$ cat config.mk
export PLATFORM = sky130hd
export DESIGN_NAME = ept_trigger_handshake
export DESIGN_NICKNAME = d
export VERILOG_FILES = /design/src/ept_pkg.sv /design/src/ept_trigger_handshake.sv
export VERILOG_INCLUDE_DIRS = /design/src
export SDC_FILE = /design/constraint.sdc
export NUM_CORES = 1
export LEC_CHECK = 0
export BUFFER_PORTS_ARGS = -buffer_cell sky130_fd_sc_hd__buf_2
export CAP_MARGIN = 0
export CORE_MARGIN = 2
export CORE_UTILIZATION = 25
export DETAILED_ROUTE_END_ITERATION = 8
export PLACE_DENSITY_LB_ADDON = 0.15
export SETUP_SLACK_MARGIN = 0.3
export SYNTH_ARGS = -nofsm -noshare
export SYNTH_HDL_FRONTEND = slang
export SYNTH_SLANG_ARGS = --single-unit
$ cat constraint.sdc
create_clock -name clock -period 2.6 [get_ports clock]
set_clock_uncertainty 0.2 [all_clocks]
set_input_delay 0.26 -clock clock [delete_from_list [all_inputs] [get_ports clock]]
set_output_delay 0.26 -clock clock [all_outputs]
set_load 0.01 [all_outputs]
$ cat src/ept_map.svh
// Offsets, field positions, reset values and timing counts of the program trigger handshake.
`ifndef EPT_MAP_SVH
`define EPT_MAP_SVH

`define EPT_CLK_HZ          20000000
// Start pulse width limits in milliseconds.
`define EPT_START_MIN_MS    10
`define EPT_START_MAX_MS    500
// Done pulse width limits in milliseconds and the width this block drives.
`define EPT_DONE_MIN_MS     12
`define EPT_DONE_MAX_MS     100
`define EPT_DONE_DRIVE_MS   50
`define EPT_MS_CYCLES       (`EPT_CLK_HZ / 1000)
`define EPT_START_MIN_CYC   (`EPT_START_MIN_MS * `EPT_MS_CYCLES)
`define EPT_START_MAX_CYC   (`EPT_START_MAX_MS * `EPT_MS_CYCLES)
`define EPT_DONE_CYC        (`EPT_DONE_DRIVE_MS * `EPT_MS_CYCLES)

// Register byte offsets.
`define EPT_OFF_CTRL        12'h000
`define EPT_OFF_STATUS      12'h004
`define EPT_OFF_IRQ_STAT    12'h008
`define EPT_OFF_IRQ_MASK    12'h00c
`define EPT_OFF_RESULT      12'h010

// Control fields.
`define EPT_CTRL_FINISH     0
`define EPT_CTRL_NOTBLANK   1
// Interrupt and result fields.
`define EPT_IRQ_START       0
`define EPT_IRQ_DONE        1
`define EPT_IRQ_REJECT      2
`define EPT_IRQ_W           3
`define EPT_RESULT_W        7
`define EPT_RESULT_IDLE     7'h7f
`define EPT_PASS_BIT        0
`define EPT_NOTBLANK_BIT    3

`endif

$ cat src/ept_pkg.sv
// Types of the program trigger handshake.
package ept_pkg;
    typedef enum logic [1:0] {
        EPT_IDLE = 2'b00,
        EPT_RUN  = 2'b01,
        EPT_DONE = 2'b10
    } ept_state_t;
    typedef logic [26:0] ept_cnt_t;
endpackage

$ cat src/ept_trigger_handshake.sv
// Program trigger handshake: start detection, run tracking, completion and result pins.
// Summary of operation
// A low pulse on the start input begins a run just as the program button does.
// The controller holds the start input low between 10 ms and 500 ms.
// On completion the done output goes low for a pulse between 12 ms and 100 ms.
// The controller watches the done output and takes a low pulse as run completion.
// The result lines are valid only while the done pulse is low.
// The first result line goes low in the done pulse when programming passed.
// The fourth result line goes low in the done pulse on a not-blank failure.
// Trigger, done and result pins act only while the enable jumper is shorted; a done pulse already begun runs to its end if the jumper opens.
// A plain button across the connector also starts a run, without result reporting.
// Idle pins stay high and start requests during a run are ignored.
//
// Local design decisions: register access over APB and the register addresses.
`timescale 1ns/1ps
`include "ept_map.svh"

module ept_trigger_handshake (
    // Clock and reset.
    input  wire logic        clock,
    input  wire logic        sys_rst,
    // Connector pins.
    input  wire logic        ext_start_in_n,
    input  wire logic        button_in_n,
    input  wire logic        digital_ctrl_enable_jumper,
    output logic             run_done_pulse_n,
    output logic [6:0]       result_lines_n,
    // Programming engine.
    output logic             run_start,
    output logic             run_busy,
    // APB slave.
    input  wire logic        psel,
    input  wire logic        penable,
    input  wire logic        pwrite,
    input  wire logic [11:0] paddr,
    input  wire logic [31:0] pwdata,
    output logic [31:0]      prdata,
    output logic             pready,
    output logic             pslverr,
    // Interrupt.
    output logic             irq
);

    // ------------------------------------------------------------
    // Pin synchronisers
    // ------------------------------------------------------------
    logic [2:0] extSync_reg;
    logic [2:0] btnSync_reg;
    logic [2:0] jmpSync_reg;
    logic       extLvl_reg;
    logic       btnLvl_reg;
    logic       jmpLvl_reg;

    // A level counts only once stages two and three agree.
    always_ff @(posedge clock) begin
        if (sys_rst) begin
            extSync_reg <= 3'h7;
            btnSync_reg <= 3'h7;
            jmpSync_reg <= 3'h0;
            extLvl_reg  <= 1'b1;
            btnLvl_reg  <= 1'b1;
            jmpLvl_reg  <= 1'b0;
        end else begin
            extSync_reg <= {extSync_reg[1:0], ext_start_in_n};
            btnSync_reg <= {btnSync_reg[1:0], button_in_n};
            jmpSync_reg <= {jmpSync_reg[1:0], digital_ctrl_enable_jumper};
            if (extSync_reg[1] == extSync_reg[2]) begin
                extLvl_reg <= extSync_reg[2];
            end
            if (btnSync_reg[1] == btnSync_reg[2]) begin
                btnLvl_reg <= btnSync_reg[2];
            end
            if (jmpSync_reg[1] == jmpSync_reg[2]) begin
                jmpLvl_reg <= jmpSync_reg[2];
            end
        end
    end

    // ------------------------------------------------------------
    // Start pulse qualification
    // ------------------------------------------------------------
    ept_pkg::ept_cnt_t lowCnt_reg;
    logic              extPrev_reg;
    logic              btnPrev_reg;
    logic              trigReq;
    logic              btnReq;

    always_ff @(posedge clock) begin
        if (sys_rst) begin
            lowCnt_reg  <= '0;
            extPrev_reg <= 1'b1;
            btnPrev_reg <= 1'b1;
        end else begin
            extPrev_reg <= extLvl_reg;
            btnPrev_reg <= btnLvl_reg;
            if (extLvl_reg) begin
                lowCnt_reg <= '0;
            end else if (lowCnt_reg != ept_pkg::ept_cnt_t'(`EPT_START_MAX_CYC)) begin
                lowCnt_reg <= lowCnt_reg + 27'h1;
            end
        end
    end

    // Pulses shorter than 10 ms are glitches; longer than 500 ms are a stuck line.
    assign trigReq = jmpLvl_reg && extLvl_reg && !extPrev_reg
                   && lowCnt_reg >= ept_pkg::ept_cnt_t'(`EPT_START_MIN_CYC)
                   && lowCnt_reg <  ept_pkg::ept_cnt_t'(`EPT_START_MAX_CYC);
    assign btnReq  = !btnLvl_reg && btnPrev_reg;

    // ------------------------------------------------------------
    // Run sequencer
    // ------------------------------------------------------------
    ept_pkg::ept_state_t state_reg;
    ept_pkg::ept_cnt_t   doneCnt_reg;
    logic                reportRun_reg;
    logic                finishReq;
    logic                finishBlank;
    logic                notBlank_reg;
    logic                rejectEv;

    assign rejectEv = (trigReq || btnReq) && state_reg != ept_pkg::EPT_IDLE;

    always_ff @(posedge clock) begin
        if (sys_rst) begin
            state_reg        <= ept_pkg::EPT_IDLE;
            doneCnt_reg      <= '0;
            reportRun_reg    <= 1'b0;
            run_start        <= 1'b0;
            run_busy         <= 1'b0;
            run_done_pulse_n <= 1'b1;
            result_lines_n   <= `EPT_RESULT_IDLE;
        end else begin
            run_start <= 1'b0;
            case (state_reg)
                ept_pkg::EPT_IDLE: begin
                    if (trigReq || btnReq) begin
                        state_reg     <= ept_pkg::EPT_RUN;
                        reportRun_reg <= trigReq;
                        run_start     <= 1'b1;
                        run_busy      <= 1'b1;
                    end
                end
                ept_pkg::EPT_RUN: begin
                    if (finishReq) begin
                        run_busy <= 1'b0;
                        if (reportRun_reg && jmpLvl_reg) begin
                            state_reg        <= ept_pkg::EPT_DONE;
                            doneCnt_reg      <= '0;
                            run_done_pulse_n <= 1'b0;
                            result_lines_n   <= `EPT_RESULT_IDLE;
                            // The outcome comes from the finishing write itself; the stored
                            // copy only takes it at this same edge.
                            result_lines_n[`EPT_PASS_BIT]     <= finishBlank;
                            result_lines_n[`EPT_NOTBLANK_BIT] <= !finishBlank;
                        end else begin
                            state_reg <= ept_pkg::EPT_IDLE;
                        end
                    end
                end
                ept_pkg::EPT_DONE: begin
                    if (doneCnt_reg == ept_pkg::ept_cnt_t'(`EPT_DONE_CYC - 1)) begin
                        state_reg        <= ept_pkg::EPT_IDLE;
                        run_done_pulse_n <= 1'b1;
                        result_lines_n   <= `EPT_RESULT_IDLE;
                    end else begin
                        doneCnt_reg <= doneCnt_reg + 27'h1;
                    end
                end
                default: begin
                    state_reg <= ept_pkg::EPT_IDLE;
                end
            endcase
        end
    end

    // ------------------------------------------------------------
    // APB registers and interrupt
    // ------------------------------------------------------------
    logic                  apbWr;
    logic                  apbRd;
    logic [`EPT_IRQ_W-1:0] irqStat_reg;
    logic [`EPT_IRQ_W-1:0] irqMask_reg;
    logic [`EPT_IRQ_W-1:0] irqEv;

    function automatic logic hitAddr(input logic [11:0] a, input logic [11:0] off);
        hitAddr = (a == off);
    endfunction

    assign apbWr = psel && penable && pwrite;
    assign apbRd = psel && penable && !pwrite;
    // Software writes the finish strobe with the outcome; the run engine has no other path.
    assign finishReq = apbWr && hitAddr(paddr, `EPT_OFF_CTRL) && pwdata[`EPT_CTRL_FINISH];
    assign finishBlank = pwdata[`EPT_CTRL_NOTBLANK];
    assign irqEv = {rejectEv, finishReq && state_reg == ept_pkg::EPT_RUN,
                    run_start};

    always_ff @(posedge clock) begin
        if (sys_rst) begin
            notBlank_reg <= 1'b0;
        end else if (finishReq) begin
            notBlank_reg <= pwdata[`EPT_CTRL_NOTBLANK];
        end
    end

    // A read clears status, but an event in the same cycle is kept.
    always_ff @(posedge clock) begin
        if (sys_rst) begin
            irqStat_reg <= '0;
            irqMask_reg <= '0;
        end else begin
            if (apbRd && hitAddr(paddr, `EPT_OFF_IRQ_STAT)) begin
                // Only the bits already handed out in prdata are cleared, so an event
                // that lands between setup and access is not lost.
                irqStat_reg <= (irqStat_reg & ~prdata[`EPT_IRQ_W-1:0]) | irqEv;
            end else begin
                irqStat_reg <= irqStat_reg | irqEv;
            end
            if (apbWr && hitAddr(paddr, `EPT_OFF_IRQ_MASK)) begin
                irqMask_reg <= pwdata[`EPT_IRQ_W-1:0];
            end
        end
    end

    always_ff @(posedge clock) begin
        if (sys_rst) begin
            irq <= 1'b0;
        end else begin
            irq <= |(irqStat_reg & irqMask_reg);
        end
    end

    // Zero wait states: pready rises in the access cycle.
    always_ff @(posedge clock) begin
        if (sys_rst) begin
            pready  <= 1'b0;
            pslverr <= 1'b0;
            prdata  <= 32'h0;
        end else begin
            pready  <= psel && !penable;
            pslverr <= 1'b0;
            prdata  <= 32'h0;
            if (psel && !penable) begin
                if (hitAddr(paddr, `EPT_OFF_CTRL)) begin
                    prdata <= {31'h0, notBlank_reg} << `EPT_CTRL_NOTBLANK;
                end else if (hitAddr(paddr, `EPT_OFF_STATUS)) begin
                    prdata <= {28'h0, jmpLvl_reg, reportRun_reg, state_reg};
                end else if (hitAddr(paddr, `EPT_OFF_IRQ_STAT)) begin
                    prdata <= {29'h0, irqStat_reg};
                end else if (hitAddr(paddr, `EPT_OFF_IRQ_MASK)) begin
                    prdata <= {29'h0, irqMask_reg};
                end else if (hitAddr(paddr, `EPT_OFF_RESULT)) begin
                    prdata <= {24'h0, run_done_pulse_n, result_lines_n};
                end else begin
                    pslverr <= 1'b1;
                end
            end
        end
    end

    // Counts the cycles the done pin has been low; it clears while the pin is high.
    logic [27:0] lowLen_reg;
    always_ff @(posedge clock) begin
        if (sys_rst || run_done_pulse_n) begin
            lowLen_reg <= '0;
        end else begin
            lowLen_reg <= lowLen_reg + 28'h1;
        end
    end
endmodule

======== After elaboration in Yosys (flattened, before gate mapping) ========
Cells that the tools add are included.
storage, ports and cells
  bits in registers ....................... 123
  input bits .............................. 52
  output and inout port bits .............. 45
  word-level logic and storage cells ...... 121
cells by class
  add/subtract/negate cells ............... 2
  $lt $le $gt $ge ......................... 2
  equal/unequal tests ..................... 16
  mux-type cells .......................... 28
  bitwise logic cells ..................... 8
  reductions and logical operators ........ 39
operator list
  cell                                                                                   count
  27-bit two-way mux                                                                     3
  27-bit by 1-bit adder with 27-bit output, second input constant                        2
  27-bit case mux with 2 select lines                                                    1
  27-bit by 20-bit equality test with 1-bit output, second input constant                1
  27-bit by 18-bit greater-or-equal comparator with 1-bit output, second input constant  1
  27-bit by 24-bit less-than comparator with 1-bit output, second input constant         1
  27-bit by 24-bit != test with 1-bit output, second input constant                      1
  12-bit by 4-bit equality test with 1-bit output, second input constant                 2
  7-bit two-way mux                                                                      3
  1-bit logical AND                                                                      16
  4-bit two-way mux                                                                      4
  7-bit case mux with 2 select lines                                                     1
  12-bit by 3-bit equality test with 1-bit output, second input constant                 1
  12-bit by 5-bit equality test with 1-bit output, second input constant                 1
  12-bit zero test                                                                       1
  2-bit two-way mux                                                                      5
  2-bit != test, second input constant                                                   5
  4-bit AND reduction                                                                    2
  1-bit two-way mux                                                                      7
  7-bit OR reduction                                                                     1
  3-bit bitwise AND                                                                      2
  3-bit bitwise OR                                                                       2
  2-bit case mux with 3 select lines                                                     1
  3-bit AND reduction                                                                    2
  15 further kinds                                                                       29

======== Longest topological paths before layout ========
  word-level depth ........................ 8
  mapped depth ............................ 10
  mapped depth without buffers ............ 7

======== Least setup slack after synthesis ========
OpenSTA, ideal clock, no wires.
  kind .................................... reg2reg
  from .................................... register doneCnt_reg[0]
  to ...................................... register doneCnt_reg[13]
  setup time .............................. 0.128 ns
  data arrival time ....................... 1.831 ns
  required time ........................... 2.272 ns
  setup slack ............................. 0.441 ns
  stages on the path, launching flop included .. 8
  buffers on the path ..................... 0
  period minus slack after synthesis ...... 2.159 ns
  path through ............................ dfxtp_1 > ha_1 > and4_1 > nand3_1 > o31ai_2 > a2111oi_1 > xnor2_1 > nor2_1
between the ends
  longest elaborated chain between the ends .. 3
  elaborated cells between the ends (all ways) .. 6
  classes of those cells .................. add/sub (1); eq/ne (2); mux (2); reduce/logical (1)
RTL lines
  item                                                                                                                 RTL line                                                    text
  start: declaration                                                                                                   ept_trigger_handshake.sv:114                                ept_pkg::ept_cnt_t doneCnt_reg;
  start signal: assignment                                                                                             ept_trigger_handshake.sv:166                                doneCnt_reg <= doneCnt_reg + 27'h1;
  27-bit by 1-bit adder with 27-bit output / 27-bit by 20-bit equality test with 1-bit output (equally long branches)  ept_trigger_handshake.sv:166, ept_trigger_handshake.sv:161
  27-bit two-way mux / 2-bit != test (equally long branches)                                                           -
  27-bit case mux with 2 select lines / 4-bit AND reduction (equally long branches)                                    -
Parallel ways exist; a longest one is shown, timed or not. The select of a mux whose other input is x is not followed.
A chain may end at the register's enable or synchronous reset.

======== Final worst setup path ========
  from .................................... register doneCnt_reg[7]
  to ...................................... register doneCnt_reg[20]
Same word-level chain as after synthesis.

==> results.rst <==
.. list-table::
   :header-rows: 1

   * - Metric
     - Value
   * - Num CTS Buffers
     - 9
   * - Post-synthesis cell area
     - roughly 0.0044 mm²
   * - Cell Pwr Density
     - ~550 mW/mm²
   * - Period utilization
     - 84.85%
   * - Internal power
     - 2.288 mW
   * - Timing startpoint of the critical path
     - doneCnt_reg[7]
   * - Post-route standard cell area excluding fillers
     - between 0.005 and 0.006 mm²
   * - Sum of negative setup slack
     - 0 ns
   * - Final core utilization
     - between 30% and 40%
   * - Layout Cells excl Fill
     - 794
   * - Share of flip-flops with an asynchronous set or reset after synthesis
     - 0%
   * - Path class of the lowest-slack min-delay path
     - in -> reg
   * - Grt ovf
     - 0
   * - Global-route wire length before repair
     - roughly 17,000 µm
   * - Clock tree from TritonCTS
     - done
   * - Net switching power of the design
     - ~600 µW
   * - Number of I/O port buffers
     - 38
   * - Drc violations
     - 0
   * - Data arrival, critical path
     - about 2.2 ns
   * - Instance count after placement with tap cells included
     - roughly 770
   * - Gate count of the mapped netlist
     - 509
   * - Horizontal die dimension
     - ~140 µm
   * - Startpoint-to-endpoint class of the critical path
     - reg -> reg
   * - Die height
     - 136.1 µm
   * - Max Fclk
     - about 450 MHz
   * - Combinational group share of total power
     - approximately 3.2%
   * - Most common cell after layout, fill and taps aside
     - sky130_fd_sc_hd__dfxtp_1
   * - Leakage Power
     - around 1.9 nW
   * - Row Count
     - 48
   * - Number of hold violations in the final report
     - 0
   * - DRT antenna net count
     - 0
   * - RSZ-0062 raised after global routing
     - no
   * - Vias in the first global route
     - roughly 3,400
   * - VDD IR max
     - between 0.0003 and 0.0004 V
   * - Maximum fanout encountered on the critical timing path
     - 7
   * - Average footprint of a synthesized cell
     - approximately 8.6 µm²
   * - Ports
     - between 90 and 100
   * - Capturing element type of the critical path
     - register
   * - Routed wire length
     - between 10,000 and 15,000 µm
   * - Length of the first detailed-routing pass in iterations
     - 4
   * - Count of nets after finishing
     - 620
   * - Via density
     - ~4.6
   * - Power share of the sequential group
     - around 49%
   * - Total global routing track utilization
     - between 10% and 20%
   * - Iteration-0 DRC count of the detailed router
     - between 200 and 250
   * - Count of different cell masters after synthesis
     - 61
   * - Pins Over Slew Limit
     - 0
   * - Max-cap violations
     - 0
   * - Switching share of total power
     - between 20% and 30%
   * - Root buffer cell
     - sky130_fd_sc_hd__clkbuf_16
   * - Post-synth EDFFs
     - 0
   * - Layout overhead on the synthesized area
     - 21.53%
   * - Clk network pwr share
     - between 40% and 50%
   * - Clk sink count
     - 92
   * - Kind of start point of the critical path
     - register
   * - Top library cells by usage in the layout, fill and taps aside
     - sky130_fd_sc_hd__dfxtp_1, sky130_fd_sc_hd__nor2_1, sky130_fd_sc_hd__buf_2
   * - Reg-to-reg startpoint
     - doneCnt_reg[7]
   * - Share of synthesized area occupied by flip-flops and latches
     - 42.25%
   * - Clock latency on the worst-skew pair
     - approximately 0.34 ns
   * - Diode insertion count for antenna repair
     - 0
   * - Outcome
     - completed
   * - Die footprint
     - between 0.015 and 0.02 mm²
   * - Half-perimeter wire length after detailed placement
     - ~7300 µm
   * - Final setup violation count
     - 0
   * - Routed via count
     - 3,645
   * - Fraction of final layout cells sized beyond drive strength 1
     - about a fifth
   * - CTS clock-pin slew for the worst setup and hold paths
     - ~0.07 ns
   * - Maximum number of pins on one net before global-route repair
     - 27
   * - Synthesis Warnings
     - 0
   * - Shortest period the worst path allows
     - around 2.2 ns
   * - Initial antenna violation count
     - 0
   * - Flip-flop and latch count after synthesis
     - 92
   * - Beginning of the worst hold path
     - paddr[2]
   * - Instance area after placement
     - about 0.0048 mm²
   * - Sum of internal, switching and leakage power
     - just under 3 mW
   * - Leading register cell type out of synthesis
     - sky130_fd_sc_hd__dfxtp_1
   * - H-tree depth
     - 3
   * - Crit path required time
     - roughly 2.6 ns
   * - Global placement routability congestion
     - roughly 0.76
   * - Initial Utilization
     - approximately 25%
   * - CORE AREA
     - ~0.017 mm²
   * - Detail-routed net length per standard cell
     - around 13 µm
   * - Maximum clock insertion buffer count
     - 2
[through the flow]
| step | hold slack, ns | setup WS (ns) |
|---|---|---|
| after detailed placement | 0.1959 | 0.1992 |
| after floorplan | 0.1638 | 0.4411 |
| after CTS | 0.001805 | 0.3224 |
| after global placement | 0.1974 | 0.2093 |
| final | 0.01674 | 0.3939 |
| after global routing | 0.01948 | 0.2906 |
[worst paths after layout]
| kind | end | slack (ns) | cells past startpoint |
|---|---|---|---|
| setup / recovery | doneCnt_reg[20] | 0.39 | 7 |
| hold / removal | prdata[1] | 0.02 | 3 |
| setup reg to reg | doneCnt_reg[20] | 0.39 | 7 |
| hold reg to reg | extSync_reg[1] | 0.21 | 1 |
[area by class of cell]
cell class / instances / area (µm²)
Clock buffer: 9 / 225.2
Clock inverter: 6 / 88.84
Fill cell: 1871 / 11880
Inverter: 9 / 33.78
Multi-Input combinational cell: 387 / 2404
Sequential cell: 92 / 1846
Tap cell: 225 / 281.5
Timing Repair Buffer: 66 / 419.2
[repair_timing]
item | CTS | global route
cloned | 0 | 2
setup buffers | 0 | 3
pin swaps | 0 | 5
hold buffers | 7 | 0
endpoints found under the setup margin | 18 | 30
gates resized for setup | 3 | 25
endpoints found under the hold margin | 7 | 0
[per-layer routing]
| metal | GRT usage [%] | wire length (µm) |
|---|---|---|
| met2 | 17.59 | 4633 |
| met5 | 0 | 0 |
| met3 | 2.312 | 473 |
| met1 | 14.79 | 5001 |
| met4 | 5.556 | 159 |
[Yosys cell counts (all sizes together), types with 8 or more instances]
cell type  number  share of area, %
nor4           10               1.6
a21oi          26               3.0
clkbuf         11              0.98
nor3           15               1.7
o21ai          21               2.4
nand3          25               3.2
buf            38               6.1
dfxtp          92                42
nand4          15               2.3
or3            11               1.6
and3           18               2.6
xor2           20               4.0
nor2           73               6.5
nand2          30               2.6
inv             8              0.69
xnor2          20               4.0
[logic make-up after synthesis]
family,count (synthesis),synth area share [%]
simple gates,233,28.13
flops,92,42.25
compound gates,76,11.48
buf+inv,58,7.864
xor+xnor,40,8.037
mux,5,1.206
fa+ha+maj,3,0.8612
other cells,2,0.1723
[power groups by stage]
stage | registers, mW | logic [mW] | clock network [mW]
finish | 1.42 | 0.0934 | 1.39
global route | 1.42 | 0.105 | 1.51
CTS | 1.42 | 0.0941 | 1.44
detailed placement | 1.45 | 0.0863 | 0
global placement | 1.45 | 0.0859 | 0
floorplan | 1.45 | 0.0842 | 0
[critical path, stage by stage (launching register included)]
cell and delay [ns]:
sky130_fd_sc_hd__dfxtp_2 0.37, sky130_fd_sc_hd__nor4b_4 0.31, sky130_fd_sc_hd__nand4_1 0.18, sky130_fd_sc_hd__buf_4 0.18, sky130_fd_sc_hd__o31a_4 0.39, sky130_fd_sc_hd__o21ai_1 0.24, sky130_fd_sc_hd__xor2_1 0.17, sky130_fd_sc_hd__nor2_1 0.05
(Power assumes the default switching activity.)
